## src/logic/oar_pkg.sv

```systemverilog
/*
  Package for the operand addressing and repeat block: the decoded
  instruction carrier, the field positions inside an instruction word,
  the register map of the APB slave and the reset values.
  Assumes one core clock and a synchronous active-low reset.
*/
package oar_pkg;

  // Operand form of the instruction presented by the fetch stage
  typedef enum logic [2:0] {
    K_REG        = 3'b000, // Register operand, no address
    K_MEM        = 3'b001, // Direct or indirect data operand
    K_SHORT      = 3'b010, // Short immediate in the word
    K_LONG       = 3'b011, // Long immediate in second word
    K_REPEATABLE = 3'b100, // Multicycle, pipelined under repeat
    K_RPT_MEM    = 3'b101, // Repeat, count from data memory
    K_RPT_SHORT  = 3'b110, // Repeat, count from 8-bit field
    K_SPARE      = 3'b111  // Treated as register operand
  } oar_kind_e;

  // Indirect update modes, code 3'b111 is reserved
  typedef enum logic [2:0] {
    IND_NONE   = 3'b000, // Plain indirect, no change
    IND_INC    = 3'b001, // Post increment
    IND_DEC    = 3'b010, // Post decrement
    IND_ADD0   = 3'b011, // Post add index register
    IND_SUB0   = 3'b100, // Post subtract index register
    IND_BR_INC = 3'b101, // Bit-reversed add of index
    IND_BR_DEC = 3'b110, // Bit-reversed subtract of index
    IND_RSVD   = 3'b111  // Reserved, acts as no change
  } oar_ind_e;

  // Repeat sequencer states
  typedef enum logic [1:0] {
    S_IDLE   = 2'b00, // Normal sequential execution
    S_LOAD   = 2'b01, // Waiting for the count word
    S_REPEAT = 2'b10  // Loop running
  } oar_state_e;

  // Instruction as handed over by fetch
  typedef struct packed {
    logic      valid; // Instruction present this cycle
    oar_kind_e kind;  // Operand form
    logic [15:0] word;  // First instruction word
    logic [15:0] word2; // Second word, long immediate
  } oar_insn_s;

  // Data memory read request
  typedef struct packed {
    logic        rd;   // Read strobe
    logic [15:0] addr; // Data address
  } oar_mem_s;

  // Immediate operand towards the execution unit
  typedef struct packed {
    logic        valid; // Immediate present
    logic [15:0] value; // Operand value
  } oar_opnd_s;

  localparam int unsigned N_AR = 8; // Auxiliary register count

  // Instruction word fields
  localparam int unsigned AMODE_BIT = 7; // 1 selects indirect
  localparam int unsigned DMA_HI = 6; // Direct offset top bit
  localparam int unsigned IND_LO = 4; // Indirect mode field low
  localparam int unsigned IND_HI = 6; // Indirect mode field high
  localparam int unsigned ARP_LD_BIT = 3; // Load new pointer
  localparam int unsigned ARP_HI = 2; // New pointer top bit
  localparam int unsigned IMM_HI = 7; // Short immediate top bit

  // Instruction lengths in program words
  localparam logic [1:0] LEN_ONE = 2'h1;
  localparam logic [1:0] LEN_TWO = 2'h2;

  // APB register byte offsets
  localparam logic [7:0] OFS_DP = 8'h00; // Data page pointer
  localparam logic [7:0] OFS_ARP = 8'h04; // Aux register pointer
  localparam logic [7:0] OFS_RPT = 8'h08; // Repeat status, read only
  localparam logic [7:0] OFS_AR0 = 8'h20; // First aux register
  localparam logic [7:0] OFS_AR7 = 8'h3c; // Last aux register
  localparam int unsigned RPT_ACT_BIT = 16; // Loop active flag

  // Reset values
  localparam logic [8:0] DP_RST = 9'h000;
  localparam logic [2:0] ARP_RST = 3'h0;
  localparam logic [15:0] AR_RST = 16'h0000;
  localparam logic [15:0] CNT_RST = 16'h0000;

endpackage : oar_pkg

```

## src/logic/oar_core.sv

```systemverilog
/*
  Operand addressing and single-instruction repeat control: forms
  direct, indirect, immediate and register operands, keeps the
  auxiliary registers, their pointer and the page pointer, and runs
  the repeat counter with interrupt masking. Registers are reachable
  over APB. Assumes fetch presents one decoded instruction per cycle
  and holds it while fetch_hold_o is high; data memory answers a read
  combinationally in the cycle the registered request is shown.
*/
module oar_core
  import oar_pkg::*;
(
  input  wire logic        clk_i,        // Core clock
  input  wire logic        rst_n_i,      // Synchronous reset, low
  input  wire oar_insn_s   insn_i,       // Decoded instruction
  input  wire logic [15:0] data_rdata_i, // Data memory read word
  output oar_mem_s         mem_o,        // Data memory request
  output oar_opnd_s        opnd_o,       // Immediate operand
  output logic [1:0]       insn_len_o,   // Words taken by the insn
  output logic             iter_o,       // Pipelined iteration pulse
  output logic             fetch_hold_o, // Keep current instruction
  output logic             irq_mask_o,   // Mask every interrupt
  input  wire logic        psel_i,       // APB select
  input  wire logic        penable_i,    // APB enable
  input  wire logic        pwrite_i,     // APB write
  input  wire logic [7:0]  paddr_i,      // APB byte address
  input  wire logic [31:0] pwdata_i,     // APB write data
  output logic [31:0]      prdata_o,     // APB read data
  output logic             pready_o,     // APB ready
  output logic             pslverr_o     // APB unmapped address or status write
);

  logic [15:0] ar_r [N_AR]; // Auxiliary registers
  logic [15:0] ar_nxt [N_AR];
  logic [2:0] arp_r; // Aux register pointer
  logic [2:0] arp_nxt;
  logic [8:0] dp_r; // Data page pointer
  logic [8:0] dp_nxt;
  logic [15:0] cnt_r; // Repeat count register
  logic [15:0] cnt_nxt;
  oar_state_e state_r; // Repeat sequencer
  oar_state_e state_nxt;
  oar_mem_s mem_r; // Output registers
  oar_mem_s mem_nxt;
  oar_opnd_s opnd_r;
  oar_opnd_s opnd_nxt;
  logic [1:0] len_r;
  logic [1:0] len_nxt;
  logic iter_r;
  logic iter_nxt;
  logic hold_r;
  logic hold_nxt;
  logic mask_r;
  logic mask_nxt;
  logic [31:0] prdata_r; // APB answer registers
  logic [31:0] prdata_nxt;
  logic pready_r;
  logic pready_nxt;
  logic pslverr_r;
  logic pslverr_nxt;

  logic accept; // Instruction consumed this cycle
  logic is_mem; // Instruction has a data operand
  logic is_ind; // Data operand is indirect
  logic [15:0] cur_ar; // Selected auxiliary register
  logic [15:0] upd_ar; // Its updated value
  oar_ind_e ind_mode; // Effective indirect mode
  logic apb_setup; // APB setup phase
  logic apb_wr; // APB write completes
  logic ar_hit; // Address falls on an aux register
  logic [2:0] ar_sel; // Aux register picked by address

  // Instruction classification
  always_comb begin
    accept = insn_i.valid && (state_r != S_LOAD);
    is_mem = (insn_i.kind == K_MEM) || (insn_i.kind == K_REPEATABLE) ||
             (insn_i.kind == K_RPT_MEM);
    is_ind = insn_i.word[AMODE_BIT];
    ind_mode = is_ind ? oar_ind_e'(insn_i.word[IND_HI:IND_LO]) : IND_NONE;
    cur_ar = ar_r[arp_r];
  end

  oar_ar_update u_ar_update (
    .mode_i (ind_mode),
    .ar_i   (cur_ar),
    .idx_i  (ar_r[0]),
    .ar_o   (upd_ar)
  );

  // APB decode; zero wait states, ready raised for the access phase
  always_comb begin
    apb_setup = psel_i && !penable_i;
    apb_wr = psel_i && penable_i && pwrite_i && pready_r;
    ar_hit = (paddr_i >= OFS_AR0) && (paddr_i <= OFS_AR7) && (paddr_i[1:0] == 2'h0);
    ar_sel = paddr_i[4:2];
  end

  // Pointer, page and register file next values
  always_comb begin
    dp_nxt = dp_r;
    arp_nxt = arp_r;
    for (int i = 0; i < N_AR; i++) begin
      ar_nxt[i] = ar_r[i];
    end
    // Software writes first, so a same-cycle instruction update wins
    if (apb_wr && !pslverr_r) begin
      if (paddr_i == OFS_DP) begin
        dp_nxt = pwdata_i[8:0];
      end else if (paddr_i == OFS_ARP) begin
        arp_nxt = pwdata_i[2:0];
      end else if (ar_hit) begin
        ar_nxt[ar_sel] = pwdata_i[15:0];
      end
    end
    if (accept && is_mem && is_ind) begin
      ar_nxt[arp_r] = upd_ar;
      if (insn_i.word[ARP_LD_BIT]) begin
        arp_nxt = insn_i.word[ARP_HI:0];
      end
    end
  end

  // Operand forming towards memory and execution
  always_comb begin
    mem_nxt = '0;
    opnd_nxt = '0;
    len_nxt = len_r;
    iter_nxt = 1'b0;
    if (accept) begin
      len_nxt = LEN_ONE;
      if (is_mem) begin
        mem_nxt.rd = 1'b1;
        if (is_ind) begin
          // Address is the register before its update
          mem_nxt.addr = cur_ar;
        end else begin
          mem_nxt.addr = {dp_r, insn_i.word[DMA_HI:0]};
        end
      end else if (insn_i.kind == K_SHORT) begin
        opnd_nxt.valid = 1'b1;
        opnd_nxt.value = {8'h00, insn_i.word[IMM_HI:0]};
      end else if (insn_i.kind == K_LONG) begin
        opnd_nxt.valid = 1'b1;
        opnd_nxt.value = insn_i.word2;
        len_nxt = LEN_TWO;
      end
      // register form, no address or immediate is driven
      iter_nxt = (state_r == S_REPEAT) && (insn_i.kind == K_REPEATABLE);
    end
  end

  // Repeat sequencer and counter
  always_comb begin
    state_nxt = state_r;
    cnt_nxt = cnt_r;
    unique case (state_r)
      S_IDLE: begin
        if (accept && insn_i.kind == K_RPT_SHORT) begin
          cnt_nxt = {8'h00, insn_i.word[IMM_HI:0]};
          state_nxt = S_REPEAT;
        end else if (accept && insn_i.kind == K_RPT_MEM) begin
          state_nxt = S_LOAD;
        end
      end
      S_LOAD: begin
        cnt_nxt = data_rdata_i;
        state_nxt = S_REPEAT;
      end
      S_REPEAT: begin
        if (accept) begin
          if (cnt_r == 16'h0000 || insn_i.kind != K_REPEATABLE) begin
            cnt_nxt = 16'h0000;
            state_nxt = S_IDLE;
          end else begin
            cnt_nxt = 16'(cnt_r - 16'h0001);
          end
        end
      end
      default: begin
        state_nxt = S_IDLE;
      end
    endcase
    hold_nxt = (state_nxt != S_IDLE);
    mask_nxt = (state_nxt != S_IDLE);
  end

  // APB read data and error for the next access phase
  always_comb begin
    prdata_nxt = 32'h0000_0000;
    pslverr_nxt = 1'b0;
    pready_nxt = apb_setup;
    if (apb_setup) begin
      if (paddr_i == OFS_DP) begin
        prdata_nxt = {23'h000000, dp_r};
      end else if (paddr_i == OFS_ARP) begin
        prdata_nxt = {29'h00000000, arp_r};
      end else if (paddr_i == OFS_RPT) begin
        prdata_nxt = {15'h0000, state_r != S_IDLE, cnt_r};
        pslverr_nxt = pwrite_i;
      end else if (ar_hit) begin
        prdata_nxt = {16'h0000, ar_r[ar_sel]};
      end else begin
        // Unmapped: error answer, reads as zero
        pslverr_nxt = 1'b1;
      end
    end
  end

  // State registers; reset is synchronous
  always_ff @(posedge clk_i) begin
    if (!rst_n_i) begin
      dp_r <= DP_RST;
      arp_r <= ARP_RST;
      for (int i = 0; i < N_AR; i++) begin
        ar_r[i] <= AR_RST;
      end
      cnt_r <= CNT_RST;
      state_r <= S_IDLE;
      mem_r <= '0;
      opnd_r <= '0;
      len_r <= LEN_ONE;
      iter_r <= 1'b0;
      hold_r <= 1'b0;
      mask_r <= 1'b0;
      prdata_r <= 32'h0000_0000;
      pready_r <= 1'b0;
      pslverr_r <= 1'b0;
    end else begin
      dp_r <= dp_nxt;
      arp_r <= arp_nxt;
      ar_r <= ar_nxt;
      cnt_r <= cnt_nxt;
      state_r <= state_nxt;
      mem_r <= mem_nxt;
      opnd_r <= opnd_nxt;
      len_r <= len_nxt;
      iter_r <= iter_nxt;
      hold_r <= hold_nxt;
      mask_r <= mask_nxt;
      prdata_r <= prdata_nxt;
      pready_r <= pready_nxt;
      pslverr_r <= pslverr_nxt;
    end
  end

  assign mem_o = mem_r;
  assign opnd_o = opnd_r;
  assign insn_len_o = len_r;
  assign iter_o = iter_r;
  assign fetch_hold_o = hold_r;
  assign irq_mask_o = mask_r;
  assign prdata_o = prdata_r;
  assign pready_o = pready_r;
  assign pslverr_o = pslverr_r;
endmodule : oar_core

```

## src/logic/oar_ar_update.sv

```systemverilog
/*
  Next-value unit for the selected auxiliary register under the
  indirect update modes, including reverse-carry arithmetic.
  Purely combinational; the caller registers the result.
*/
module oar_ar_update
  import oar_pkg::*;
(
  input  wire oar_ind_e    mode_i, // Update mode
  input  wire logic [15:0] ar_i,   // Current register value
  input  wire logic [15:0] idx_i,  // Index register value
  output logic [15:0]      ar_o    // Updated value
);

  logic [15:0] ar_rev; // Register, bits mirrored
  logic [15:0] idx_rev; // Index, bits mirrored
  logic [15:0] sum_rev; // Mirrored sum or difference
  logic [15:0] sum_fwd; // Sum mirrored back

  // Mirror per bit so that carries run from the top bit down
  genvar gi;
  generate
    for (gi = 0; gi < 16; gi++) begin : g_rev
      assign ar_rev[gi] = ar_i[15 - gi];
      assign idx_rev[gi] = idx_i[15 - gi];
      assign sum_fwd[gi] = sum_rev[15 - gi];
    end
  endgenerate

  // Mirrored add or subtract for the FFT modes
  always_comb begin
    if (mode_i == IND_BR_DEC) begin
      sum_rev = 16'(ar_rev - idx_rev);
    end else begin
      sum_rev = 16'(ar_rev + idx_rev);
    end
  end

  // Mode select
  always_comb begin
    unique case (mode_i)
      IND_NONE: ar_o = ar_i;
      IND_INC: ar_o = 16'(ar_i + 16'h0001);
      IND_DEC: ar_o = 16'(ar_i - 16'h0001);
      IND_ADD0: ar_o = 16'(ar_i + idx_i);
      IND_SUB0: ar_o = 16'(ar_i - idx_i);
      IND_BR_INC: ar_o = sum_fwd;
      IND_BR_DEC: ar_o = sum_fwd;
      IND_RSVD: ar_o = ar_i;
    endcase
  end

endmodule : oar_ar_update

```

## config.mk

```make
export PLATFORM = sky130hd
export DESIGN_NAME = oar_core
export DESIGN_NICKNAME = d
export VERILOG_FILES = /design/src/logic/oar_pkg.sv /design/src/logic/oar_core.sv /design/src/logic/oar_ar_update.sv
export SDC_FILE = /design/constraint.sdc
export NUM_CORES = 1
export LEC_CHECK = 0
export BUFFER_PORTS_ARGS = -buffer_cell sky130_fd_sc_hd__buf_4
export CORE_UTILIZATION = 30
export CTS_CLUSTER_SIZE = 25
export DETAILED_ROUTE_END_ITERATION = 8
export GPL_TIMING_DRIVEN = 0
export PLACE_DENSITY = 0.48
export SLEW_MARGIN = 10
export SYNTH_ARGS = -nofsm -noshare
export SYNTH_HDL_FRONTEND = slang
export SYNTH_SLANG_ARGS = --single-unit
```

## constraint.sdc

```tcl
create_clock -name clk_i -period 10.61 [get_ports clk_i]
set_input_delay 1.061 -clock clk_i [delete_from_list [all_inputs] [get_ports clk_i]]
set_output_delay 1.061 -clock clk_i [all_outputs]
set_load 0.01 [all_outputs]
```

==> impl_metrics.yaml, run 1 <==
worst_hold_path:
  hold-path-cell-count: 2
  hp-class: "flop to flop"
yosys:
  yosysMostFrequentCell: "nand2_1"
  seq_area_frac_synth: 0.297
  yosys.cell_types.count: 85
  yosys-top-cells-count: "nand2_1, dfxtp_1, nand3_1"
  synth_top_family_by_area: "simple AND/OR/NAND/NOR gates"
  synth_top_cell_by_area: "dfxtp_1"
  synth-simple-area-share: 0.232
  ys_top_cells_by_area: "dfxtp_1, nand2_1, mux4_2"
  synth_xor_area_frac: 0.0236
  avgSynthCellArea_um2: 8.05
  ys_seq_elements: 215
  synth-edff-count: 0
  synth_flop_cell: "dfxtp_1"
  synth_top_area_frac: 0.297
  async_reset_ff_frac: 0
  syn_area_um2: 14500
  synthMuxAreaShare: 0.135
  ys.warnings.count: 0
  syn_inst: 1797
  synth_compound_area_frac: 0.219
  synth_adder_area_share: 0.0356
floorplanning:
  die_w_um: 222
  io_pins: 170
  core_area_um2: 47600
  dieArea_um2: 49100
  start_util: 0.304
  rows: 80
  dieHeight_um: 222
power:
  p_seq_frac: 0.372
  leakage_nw: 7.42
  p_int_mw: 1.50
  clkPwrFrac: 0.403
  power_per_cell_area_nw_per_um2: 130
  combPwrFrac: 0.225
  switching_share: 0.324
  peakVddDrop_mv: 0.124
  p_sw_mw: 0.721
sta:
  fmax_ghz: 0.171
  fin_ws_ps: 4750
  tightest_slew_ps: 1470
  fin_crit_sh: 0.552
  hold_viol: 0
  final_period_minus_worst_setup_slack_ps: 5860
  setup_viol: 0
  finClkSkew_ps: 30.3
  setup_tns_ps: 0
  slew_violations: 0
  maxSlewHeadroom: 0.0169
  rsz0062_at_grt: "no"
clocking:
  cts_resized: 0
  numCtsBuffers: 27
  htreeDepth: 1
  post_cts_buffers: 0
  clk_path_buf_depth: 3
  clk_pin_slew_ps: 60
  ctsHoldBuffers: 0
  cts-root-buf: "clkbuf_16"
  cts_tree: "yes"
  worstSkewPairLatency_ps: 570
  cts_sinks: 215
layout:
  drive_gt1_frac: 0.156
  nNetsFinal: 2097
  antenna_cells: 0
  area_growth_pct: 18.0
global_route:
  grt_max_degree: 13
  antenna_found_initial: 1
  gr-usage-all-layers: 0.256
  groute.layer.met2.usage: 0.422
  grt_pass1_wl_um: 95600
  use_met1: 0.345
  top_usage_layer: "met2"
  gr-total-overflow: 0
  grt_pass1_vias: 14300
  use_met3: 0.0345
job:
  maxCapViolations: 0
placement:
  place_ws_ps: 4670
  dpl.hpwl_um: 51000
  place.gp.congestion: 0.952
  port_buffers: 116
drt:
  drc: 0
  dr_total_vias: 15100
  detail-route-antenna-nets: 0
  vias_per_cell: 5.82
  totalWireLength_um: 64800
  wl_per_cell_um: 25.0
  dr.pass1.iters: 6
  dr.first_iter.drc_count: 1522
setup_path:
  reg2reg_depth: 12
  crit_type: "flop to flop"
  crit_arrival_ps: 6360
  cp_max_fo: 10
  worstPathRequired_ps: 11110
  end_kind: "flop"
  start_kind: "flop"
outcome:
  status: "finished clean"
==> registers in the layout, summed over array words and instances, names as in the netlist, 2 cells and up <==
name        cells
ar_r          128
arp_r           3
cnt_r          16
dp_r            9
insn_len_o      2
mem_o          17
opnd_o         17
prdata_o       17
state_r         2
==> area by class of cell <==
cell class	instances	area [µm²]
inverters	33	124
fillers	5045	30600
plain buffers	159	707
multi-input cells	1404	9420
clock inverters	10	80.1
clock buffers	37	753
repair buffers	120	906
flip-flops and latches	215	4300
well taps	615	769
==> critical path: stages (launching register included) <==
cell,delay [ps]
dfxtp_1,590
buf_2,390
mux4_2,580
a222oi_1,1250
inv_1,240
ha_1,440
nor2b_1,160
o21a_1,150
o21ai_0,160
a21oi_1,490
a31oi_1,190
o311ai_2,880
o211a_1,270
==> metrics by stage <==
| stage | cells | cell area [µm²] | utilization | power [mW] | hold WS (ps) |
|---|---|---|---|---|---|
| 6_report | 2593 | 17100 | 0.358 | 2.22 | 465 |
| 3_3_place_gp | 2542 | 16200 | 0.339 | 1.32 | 457 |
| 2_1_floorplan | 1811 | 14500 | - | 1.15 | 442 |
| 3_5_place_dp | 2546 | 16200 | 0.341 | 1.33 | 464 |
| 4_1_cts | 2593 | 17100 | 0.358 | 2.23 | 472 |
| 5_1_grt | 2593 | 17100 | 0.358 | 2.30 | 515 |
==> path summary, 6_finish.rpt <==
check	from	endpoint	slack, ps
min reg2reg	insn_len_o[1]$_SDFFE_PN0P_	insn_len_o[1]$_SDFFE_PN0P_	460
min	insn_len_o[1]$_SDFFE_PN0P_	insn_len_o[1]$_SDFFE_PN0P_	460
max	arp_r[1]$_SDFF_PN0_	ar_r[46]$_SDFF_PN0_	4750
max reg2reg	arp_r[1]$_SDFF_PN0_	ar_r[46]$_SDFF_PN0_	4750
==> power by group through the flow <==
stage / logic [mW] / registers, mW / clock network [mW]
2_1_floorplan: 0.311 / 0.842 / 0
5_1_grt: 0.535 / 0.827 / 0.937
6_report: 0.500 / 0.827 / 0.897
4_1_cts: 0.491 / 0.826 / 0.912
3_3_place_gp: 0.480 / 0.844 / 0
3_5_place_dp: 0.488 / 0.844 / 0
==> kinds of logic (layout without fill, tap and decap cells) <==
logic type / count (synthesis) / after routing
AOI/OAI and AO/OA: 450 / 450
muxes: 138 / 138
and+or+nand+nor: 722 / 722
adders and majority gates: 40 / 40
buffers and inverters: 192 / 359
DFF: 215 / 215
other: 1 / 15
xor gates and xnor gates: 39 / 39
==> placed cells by master, fill, tap and decap left out, types with 14 or more instances in the layout <==
master | synthesis | final
xor2_1 | 15 | 15
nor3_1 | 35 | 35
buf_2 | 28 | 29
nand2_1 | 307 | 307
nor2_1 | 121 | 121
conb_1 | 1 | 15
clkbuf_16 | 0 | 27
a221oi_1 | 15 | 14
inv_1 | 32 | 32
dfxtp_1 | 215 | 215
clkbuf_1 | 105 | 111
ha_1 | 38 | 38
xnor2_1 | 24 | 24
nand3_1 | 129 | 129
mux2_2 | 35 | 35
a211oi_1 | 33 | 31
o211a_1 | 71 | 71
o21ai_0 | 92 | 92
nor4_1 | 16 | 16
and3_1 | 22 | 22
mux4_2 | 42 | 42
mux2i_1 | 61 | 61
buf_4 | 18 | 135
a21oi_1 | 110 | 110
==> per-layer routing <==
| layer | vias to the layer above | part of all wire | wire (µm) |
|---|---|---|---|
| li1 | 6885 | - | - |
| met1 | 7436 | 0.44 | 28500 |
| met2 | 666 | 0.46 | 29900 |
| met3 | 115 | 0.068 | 4380 |
| met4 | 2 | 0.031 | 2020 |
| met5 | - | 0.00019 | 12 |
(Power assumes the default switching activity.)
==> run 2: changes to the inputs <==
--- a/config.mk
+++ b/config.mk
@@ -5,12 +5,13 @@
 export SDC_FILE = /design/constraint.sdc
 export NUM_CORES = 1
 export LEC_CHECK = 0
+export ABC_AREA = 1
 export BUFFER_PORTS_ARGS = -buffer_cell sky130_fd_sc_hd__buf_4
 export CORE_UTILIZATION = 30
 export CTS_CLUSTER_SIZE = 25
 export DETAILED_ROUTE_END_ITERATION = 8
 export GPL_TIMING_DRIVEN = 0
-export PLACE_DENSITY = 0.48
+export PLACE_DENSITY = 0.47
 export SLEW_MARGIN = 10
 export SYNTH_ARGS = -nofsm -noshare
 export SYNTH_HDL_FRONTEND = slang
==> constraint.sdc (replaced) <==
create_clock -name clk_i -period 5.7 [get_ports clk_i]
set_input_delay 0.57 -clock clk_i [delete_from_list [all_inputs] [get_ports clk_i]]
set_output_delay 0.57 -clock clk_i [all_outputs]
set_load 0.01 [all_outputs]
==> run 2 against run 1 <==
  * Register-to-register slack worse by 4300 ps
  * First-iteration DRC count increased by 30%
  * Die area up 4.2%
  * Via count increased by 17%
  * Maximum frequency up 13%
  * Worst hold slack worse by 250 ps
  * Count of clock-buffer cells in the layout shrank 3
  * Final cell count is 28% higher
  * Total power increased by 93%
  * Combinational power grew 79%
  * Wire length is 18% higher
  * Critical endpoint is now ar_r[7]$_SDFF_PN0_
==> impl_metrics.yaml, run 2 <==
outcome:
  status: "finished clean"
power:
  peakVddDrop_mv: 0.228
  leakage_nw: 8.78
  power_per_cell_area_nw_per_um2: 241
  p_total_mw: 4.30
sta:
  fin_ws_ps: 498
  rsz0062_at_grt: "no"
  finClkSkew_ps: 16.2
  setup_viol: 0
  fin_hold_ws_ps: 213
  slew_violations: 0
  fin_crit_sh: 0.913
  final_period_minus_worst_setup_slack_ps: 5200
  tightest_slew_ps: 1230
  maxSlewHeadroom: 0.175
  setup_tns_ps: 0
  fmax_ghz: 0.192
  hold_viol: 0
yosys:
  synth_top_family_by_area: "simple AND/OR/NAND/NOR gates"
  yosys-top-cells-count: "nand2_1, inv_1, nand3_1"
  yosys.cell_types.count: 53
  synth-simple-area-share: 0.297
  synth_xor_area_frac: 0.0186
  synth_top_area_frac: 0.285
  ys_top_cells_by_area: "dfxtp_1, nand2_1, inv_1"
  syn_area_um2: 15100
  yosysMostFrequentCell: "nand2_1"
  ys.warnings.count: 0
  syn_inst: 2462
  avgSynthCellArea_um2: 6.13
  synth-edff-count: 0
  synth_compound_area_frac: 0.230
  synth_flop_cell: "dfxtp_1"
  synth_top_cell_by_area: "dfxtp_1"
  seq_area_frac_synth: 0.285
  synth_adder_area_share: 0.0342
  synthMuxAreaShare: 0
  async_reset_ff_frac: 0
  ys_seq_elements: 215
clocking:
  cts_tree: "yes"
  htreeDepth: 1
  cts-root-buf: "clkbuf_16"
  cts_sinks: 215
  worstSkewPairLatency_ps: 570
  numCtsBuffers: 27
  cts_resized: 0
  ctsHoldBuffers: 0
  clk_path_buf_depth: 3
  clk_pin_slew_ps: 60
  post_cts_buffers: 0
setup_path:
  cpMostUsedCell: "nand3_1"
  worstPathCellList: "buf_4 > inv_1 > nand3_1 > inv_1 > buf_2 > nand2_1 > nand2_1 > nor2_1 > nand4_1 > ha_1 > nand3_1 > nand3_1 > nand2_1 > nand3_1 > xor2_1 > nand2_1 > nand3_1 > o21ai_0 > nor2_1"
  worstPathRequired_ps: 6160
  crit_type: "flop to flop"
  crit_arrival_ps: 5660
  critPathSlowestCell: "ha_1"
  max_stage_delay_ps: 610
  start_kind: "flop"
  end_kind: "flop"
  path_buf_inv: 4
  cp_max_fo: 10
  crit_family: "simple AND/OR/NAND/NOR gates"
floorplanning:
  die_w_um: 226
  io_pins: 170
  start_util: 0.306
  dieHeight_um: 226
  rows: 81
  core_area_um2: 49300
  dieArea_um2: 51200
layout:
  top_register: "ar_r"
  nNetsFinal: 2770
  drive_gt1_frac: 0.103
  nFillCells: 5540
  largest_register_ffs: 128
  area_growth_pct: 18.5
  mostFrequentLayoutCell: "nand2_1"
  fin_util: 0.363
  layout_common_cells: "nand2_1, inv_1, nand3_1"
placement:
  dpl.hpwl_um: 60700
  place_ws_ps: 684
  place.gp.congestion: 0.978
  port_buffers: 128
global_route:
  grt_pass1_wl_um: 110000
  grt_pass1_vias: 16400
  antenna_found_initial: 1
  gr-total-overflow: 0
  grt_max_degree: 15
  gr-usage-all-layers: 0.295
drt:
  dr.first_iter.drc_count: 1978
  dr_total_vias: 17700
  totalWireLength_um: 76600
  dr.pass1.iters: 6
  wl_per_cell_um: 23.1
  detail-route-antenna-nets: 0
  vias_per_cell: 5.33
  drc: 0
job:
  maxCapViolations: 0
worst_hold_path:
  hp-class: "primary input to flop"
## run 2: cell types whose count changed in the layout (fill, tap and decap cells not counted), sizes merged, moves of 61 or more
cell / before / now
mux2i: 61 / 0
a21oi: 110 / 204
o21ai: 95 / 235
o211ai: 9 / 80
o211a: 71 / 1
nand3: 129 / 248
nor2: 121 / 197
nand2: 307 / 581
inv: 32 / 375
## run 2: worst paths after layout
| path | startpoint | endpoint | slack (ps) | cells past startpoint |
|---|---|---|---|---|
| setup reg to reg | arp_r[2]$_SDFF_PN0_ | ar_r[7]$_SDFF_PN0_ | 500 | 19 |
| setup / recovery | arp_r[2]$_SDFF_PN0_ | ar_r[7]$_SDFF_PN0_ | 500 | 19 |
| hold / removal | insn_i[14] | opnd_o[14]$_SDFF_PP0_ | 210 | 3 |
| hold reg to reg | insn_len_o[0]$_SDFFE_PN1P_ | insn_len_o[0]$_SDFFE_PN1P_ | 480 | 2 |
## run 2: logic make-up after synthesis
logic type / Yosys count
XOR/XNOR: 32
flip-flops: 215
other: 1
buffers and inverters: 507
AO/OA/AOI/OAI: 600
adder cells (fa/ha/maj): 40
AND/OR/NAND/NOR: 1067
## run 2: metal layers
metal / wire (µm) / track usage / share of wire / vias to the layer above
met3: 6060 / 0.0437 / 0.079 / 155
met2: 34900 / 0.481 / 0.46 / 788
met4: 3170 / 0.123 / 0.041 / 0
li1: - / - / - / 8397
met5: 0 / 0 / 0 / -
met1: 32500 / 0.386 / 0.42 / 8344
## run 2: worst reg2reg max path, cell delays in order (launching register included)
cell and delay, ps:
dfxtp_1 360, buf_4 220, inv_1 190, nand3_1 330, inv_1 250, buf_2 290
nand2_1 100, nand2_1 50, nor2_1 180, nand4_1 590, ha_1 620, nand3_1 110
nand3_1 140, nand2_1 90, nand3_1 190, xor2_1 200, nand2_1 120, nand3_1 540
o21ai_0 430, nor2_1 70
## run 2: metrics by stage
step / cell area (µm²) / std cells
global route: 17900 / 3318
global placement: 16900 / 3268
finish: 17900 / 3319
CTS: 17900 / 3318
detailed placement: 16900 / 3268
floorplan: 15100 / 2476
## run 2: layout make-up
type,count,area [µm²],area share
clock inverters,16,231,0.0129
diodes,1,2.50,0.000140
well taps,664,831,0.0465
multi-input cells,1754,8800,0.492
plain buffers,125,599,0.0335
repair buffers,128,961,0.0537
inverters,382,1430,0.0802
flip-flops and latches,215,4300,0.241
clock buffers,34,712,0.0398
## run 2: power by group
part	internal [mW]	leakage (nW)	switching, mW
registers	1.52	1.74	0.0169
clock network	1.12	0.455	0.754
logic	0.259	6.59	0.635
==> run 3: changes to the inputs <==
--- a/config.mk
+++ b/config.mk
@@ -6,12 +6,14 @@
 export NUM_CORES = 1
 export LEC_CHECK = 0
 export ABC_AREA = 1
-export BUFFER_PORTS_ARGS = -buffer_cell sky130_fd_sc_hd__buf_4
+export BUFFER_PORTS_ARGS = -buffer_cell sky130_fd_sc_hd__buf_2
+export CELL_PAD_IN_SITES_DETAIL_PLACEMENT = 1
+export CELL_PAD_IN_SITES_GLOBAL_PLACEMENT = 1
 export CORE_UTILIZATION = 30
 export CTS_CLUSTER_SIZE = 25
 export DETAILED_ROUTE_END_ITERATION = 8
 export GPL_TIMING_DRIVEN = 0
-export PLACE_DENSITY = 0.47
+export PLACE_DENSITY = 0.63
 export SLEW_MARGIN = 10
 export SYNTH_ARGS = -nofsm -noshare
 export SYNTH_HDL_FRONTEND = slang
==> run 3 against run 2 <==
  * Maximum frequency up 1.3%
  * Critical path type unchanged
  * Die area is the same
  * Clock power barely moved
  * Clock skew grew 3.3 ps
  * Largest cell class unchanged
  * Sequential cell count stayed put
  * Count of clock-buffer cells in the layout increased by 5
  * Largest power group unchanged
  * Critical endpoint is now ar_r[22]$_SDFF_PN0_
  * Total power grew 0.60%
  * Via count is 0.78% higher
==> impl_metrics.yaml, run 3 (same netlist as run 2, synthesis figures left out) <==
power:
  p_total_mw: 4.33
  leakage_nw: 8.73
  power_per_cell_area_nw_per_um2: 246
  peakVddDrop_mv: 0.213
drt:
  totalWireLength_um: 79700
  dr_wl_met3_um: 4660
  wl_met2_um: 36900
  dr_total_vias: 17800
  top_layer: "met4"
  drc: 0
  detail-route-antenna-nets: 0
  dr.pass1.iters: 5
  met1Wirelength_um: 35000
  dr.first_iter.drc_count: 1301
  wl_per_cell_um: 24.0
  vias_per_cell: 5.37
sta:
  maxSlewHeadroom: 0.0947
  fin_hold_ws_ps: 219
  fin_ws_ps: 566
  fin_crit_sh: 0.901
  finClkSkew_ps: 19.5
  slew_violations: 0
  rsz0062_at_grt: "no"
  final_period_minus_worst_setup_slack_ps: 5130
  fmax_ghz: 0.195
  setup_tns_ps: 0
  hold_viol: 0
  setup_viol: 0
  tightest_slew_ps: 1350
layout:
  mostFrequentLayoutCell: "nand2_1"
  largest_register_ffs: 128
  seqCellArea_um2: 4300
  finish.cell_count_without_fillers: 3318
  top_register: "ar_r"
  nFillCells: 6584
  area_growth_pct: 16.4
  layout_common_cells: "nand2_1, inv_1, nand3_1"
  multi_input_area_um2: 8800
  drive_gt1_frac: 0.102
  nNetsFinal: 2770
setup_path:
  r2r_start: "arp_r[2]$_SDFF_PN0_"
  critPathLaunch: "arp_r[2]$_SDFF_PN0_"
  crit_arrival_ps: 5600
  worstPathRequired_ps: 6170
  r2r_slack_ps: 570
  cp_max_fo: 10
  worstReg2RegEnd: "ar_r[22]$_SDFF_PN0_"
  crit_type: "flop to flop"
  reg2reg_depth: 15
  crit_end: "ar_r[22]$_SDFF_PN0_"
  end_kind: "flop"
  start_kind: "flop"
global_route:
  gr-usage-all-layers: 0.308
  antenna_found_initial: 2
  gr-total-overflow: 0
  grt_pass1_vias: 17800
  grt_pass1_wl_um: 117000
  grt_max_degree: 14
clocking:
  post_cts_buffers: 0
  cts_resized: 0
  worstSkewPairLatency_ps: 580
  htreeDepth: 1
  cts-root-buf: "clkbuf_16"
  numCtsBuffers: 27
  clk_path_buf_depth: 3
  cts_sinks: 215
  cts_tree: "yes"
  ctsHoldBuffers: 0
  clk_pin_slew_ps: 60
placement:
  port_buffers: 128
  place_ws_ps: 751
  dpl.hpwl_um: 64400
  place.gp.congestion: 0.998
  place_inst: 3268
worst_hold_path:
  hp-class: "primary input to flop"
floorplanning:
  core_area_um2: 49300
  dieHeight_um: 226
  io_pins: 170
  rows: 81
  dieArea_um2: 51200
  start_util: 0.306
  die_w_um: 226
job:
  maxCapViolations: 0
outcome:
  status: "finished clean"
## run 3: worst min-delay path by stage
stage / slack, ps / start / end / depth (start not counted)
floorplan: 450 / dp_r[5]$_SDFFE_PN0P_ / prdata_o[5]$_SDFF_PN0_ / 2
finish: 220 / insn_i[10] / opnd_o[10]$_SDFF_PP0_ / 3
global placement: 460 / insn_len_o[0]$_SDFFE_PN1P_ / insn_len_o[0]$_SDFFE_PN1P_ / 2
CTS: 210 / insn_i[8] / opnd_o[8]$_SDFF_PP0_ / 3
global route: 220 / insn_i[14] / opnd_o[14]$_SDFF_PP0_ / 3
detailed placement: 480 / insn_len_o[0]$_SDFFE_PN1P_ / insn_len_o[0]$_SDFFE_PN1P_ / 2
## run 3: metrics by stage
stage / utilization / instance area (µm²)
after CTS: 0.357 / 17600
after detailed placement: 0.337 / 16600
after global placement: 0.337 / 16600
final: 0.357 / 17600
after global routing: 0.357 / 17600
after floorplan: - / 15100
## run 3: area by class of cell
type | count | area share
plain buffers | 125 | 0.0341
well taps | 664 | 0.0473
multi-input cells | 1754 | 0.501
clock buffers | 39 | 0.0439
flip-flops and latches | 215 | 0.245
repair buffers | 128 | 0.0365
diodes | 2 | 0.000285
inverters | 382 | 0.0816
clock inverters | 9 | 0.0103
## run 3: report_power, final
part	internal [mW]	total, mW	switching [mW]
clock	1.16	1.90	0.742
combinational	0.242	0.889	0.646
sequential	1.52	1.54	0.0173
## run 3: worst max-delay path: stages, from the launching register on
cell and delay (ps):
dfxtp_1 340, buf_4 210, inv_1 180, nand3_1 330, inv_1 230, buf_2 270
a22oi_1 310, nand4_1 560, ha_1 580, a21oi_1 250, o21ai_0 170, nand3b_1 210
o21ai_1 1040, nand3_1 170, nand3_1 120, inv_1 40
## run 3: routing by layer
layer,vias to the layer above,GRT usage
li1,8397,-
met1,8679,0.405
met2,595,0.514
met3,151,0.0354
met4,0,0.121
met5,-,0
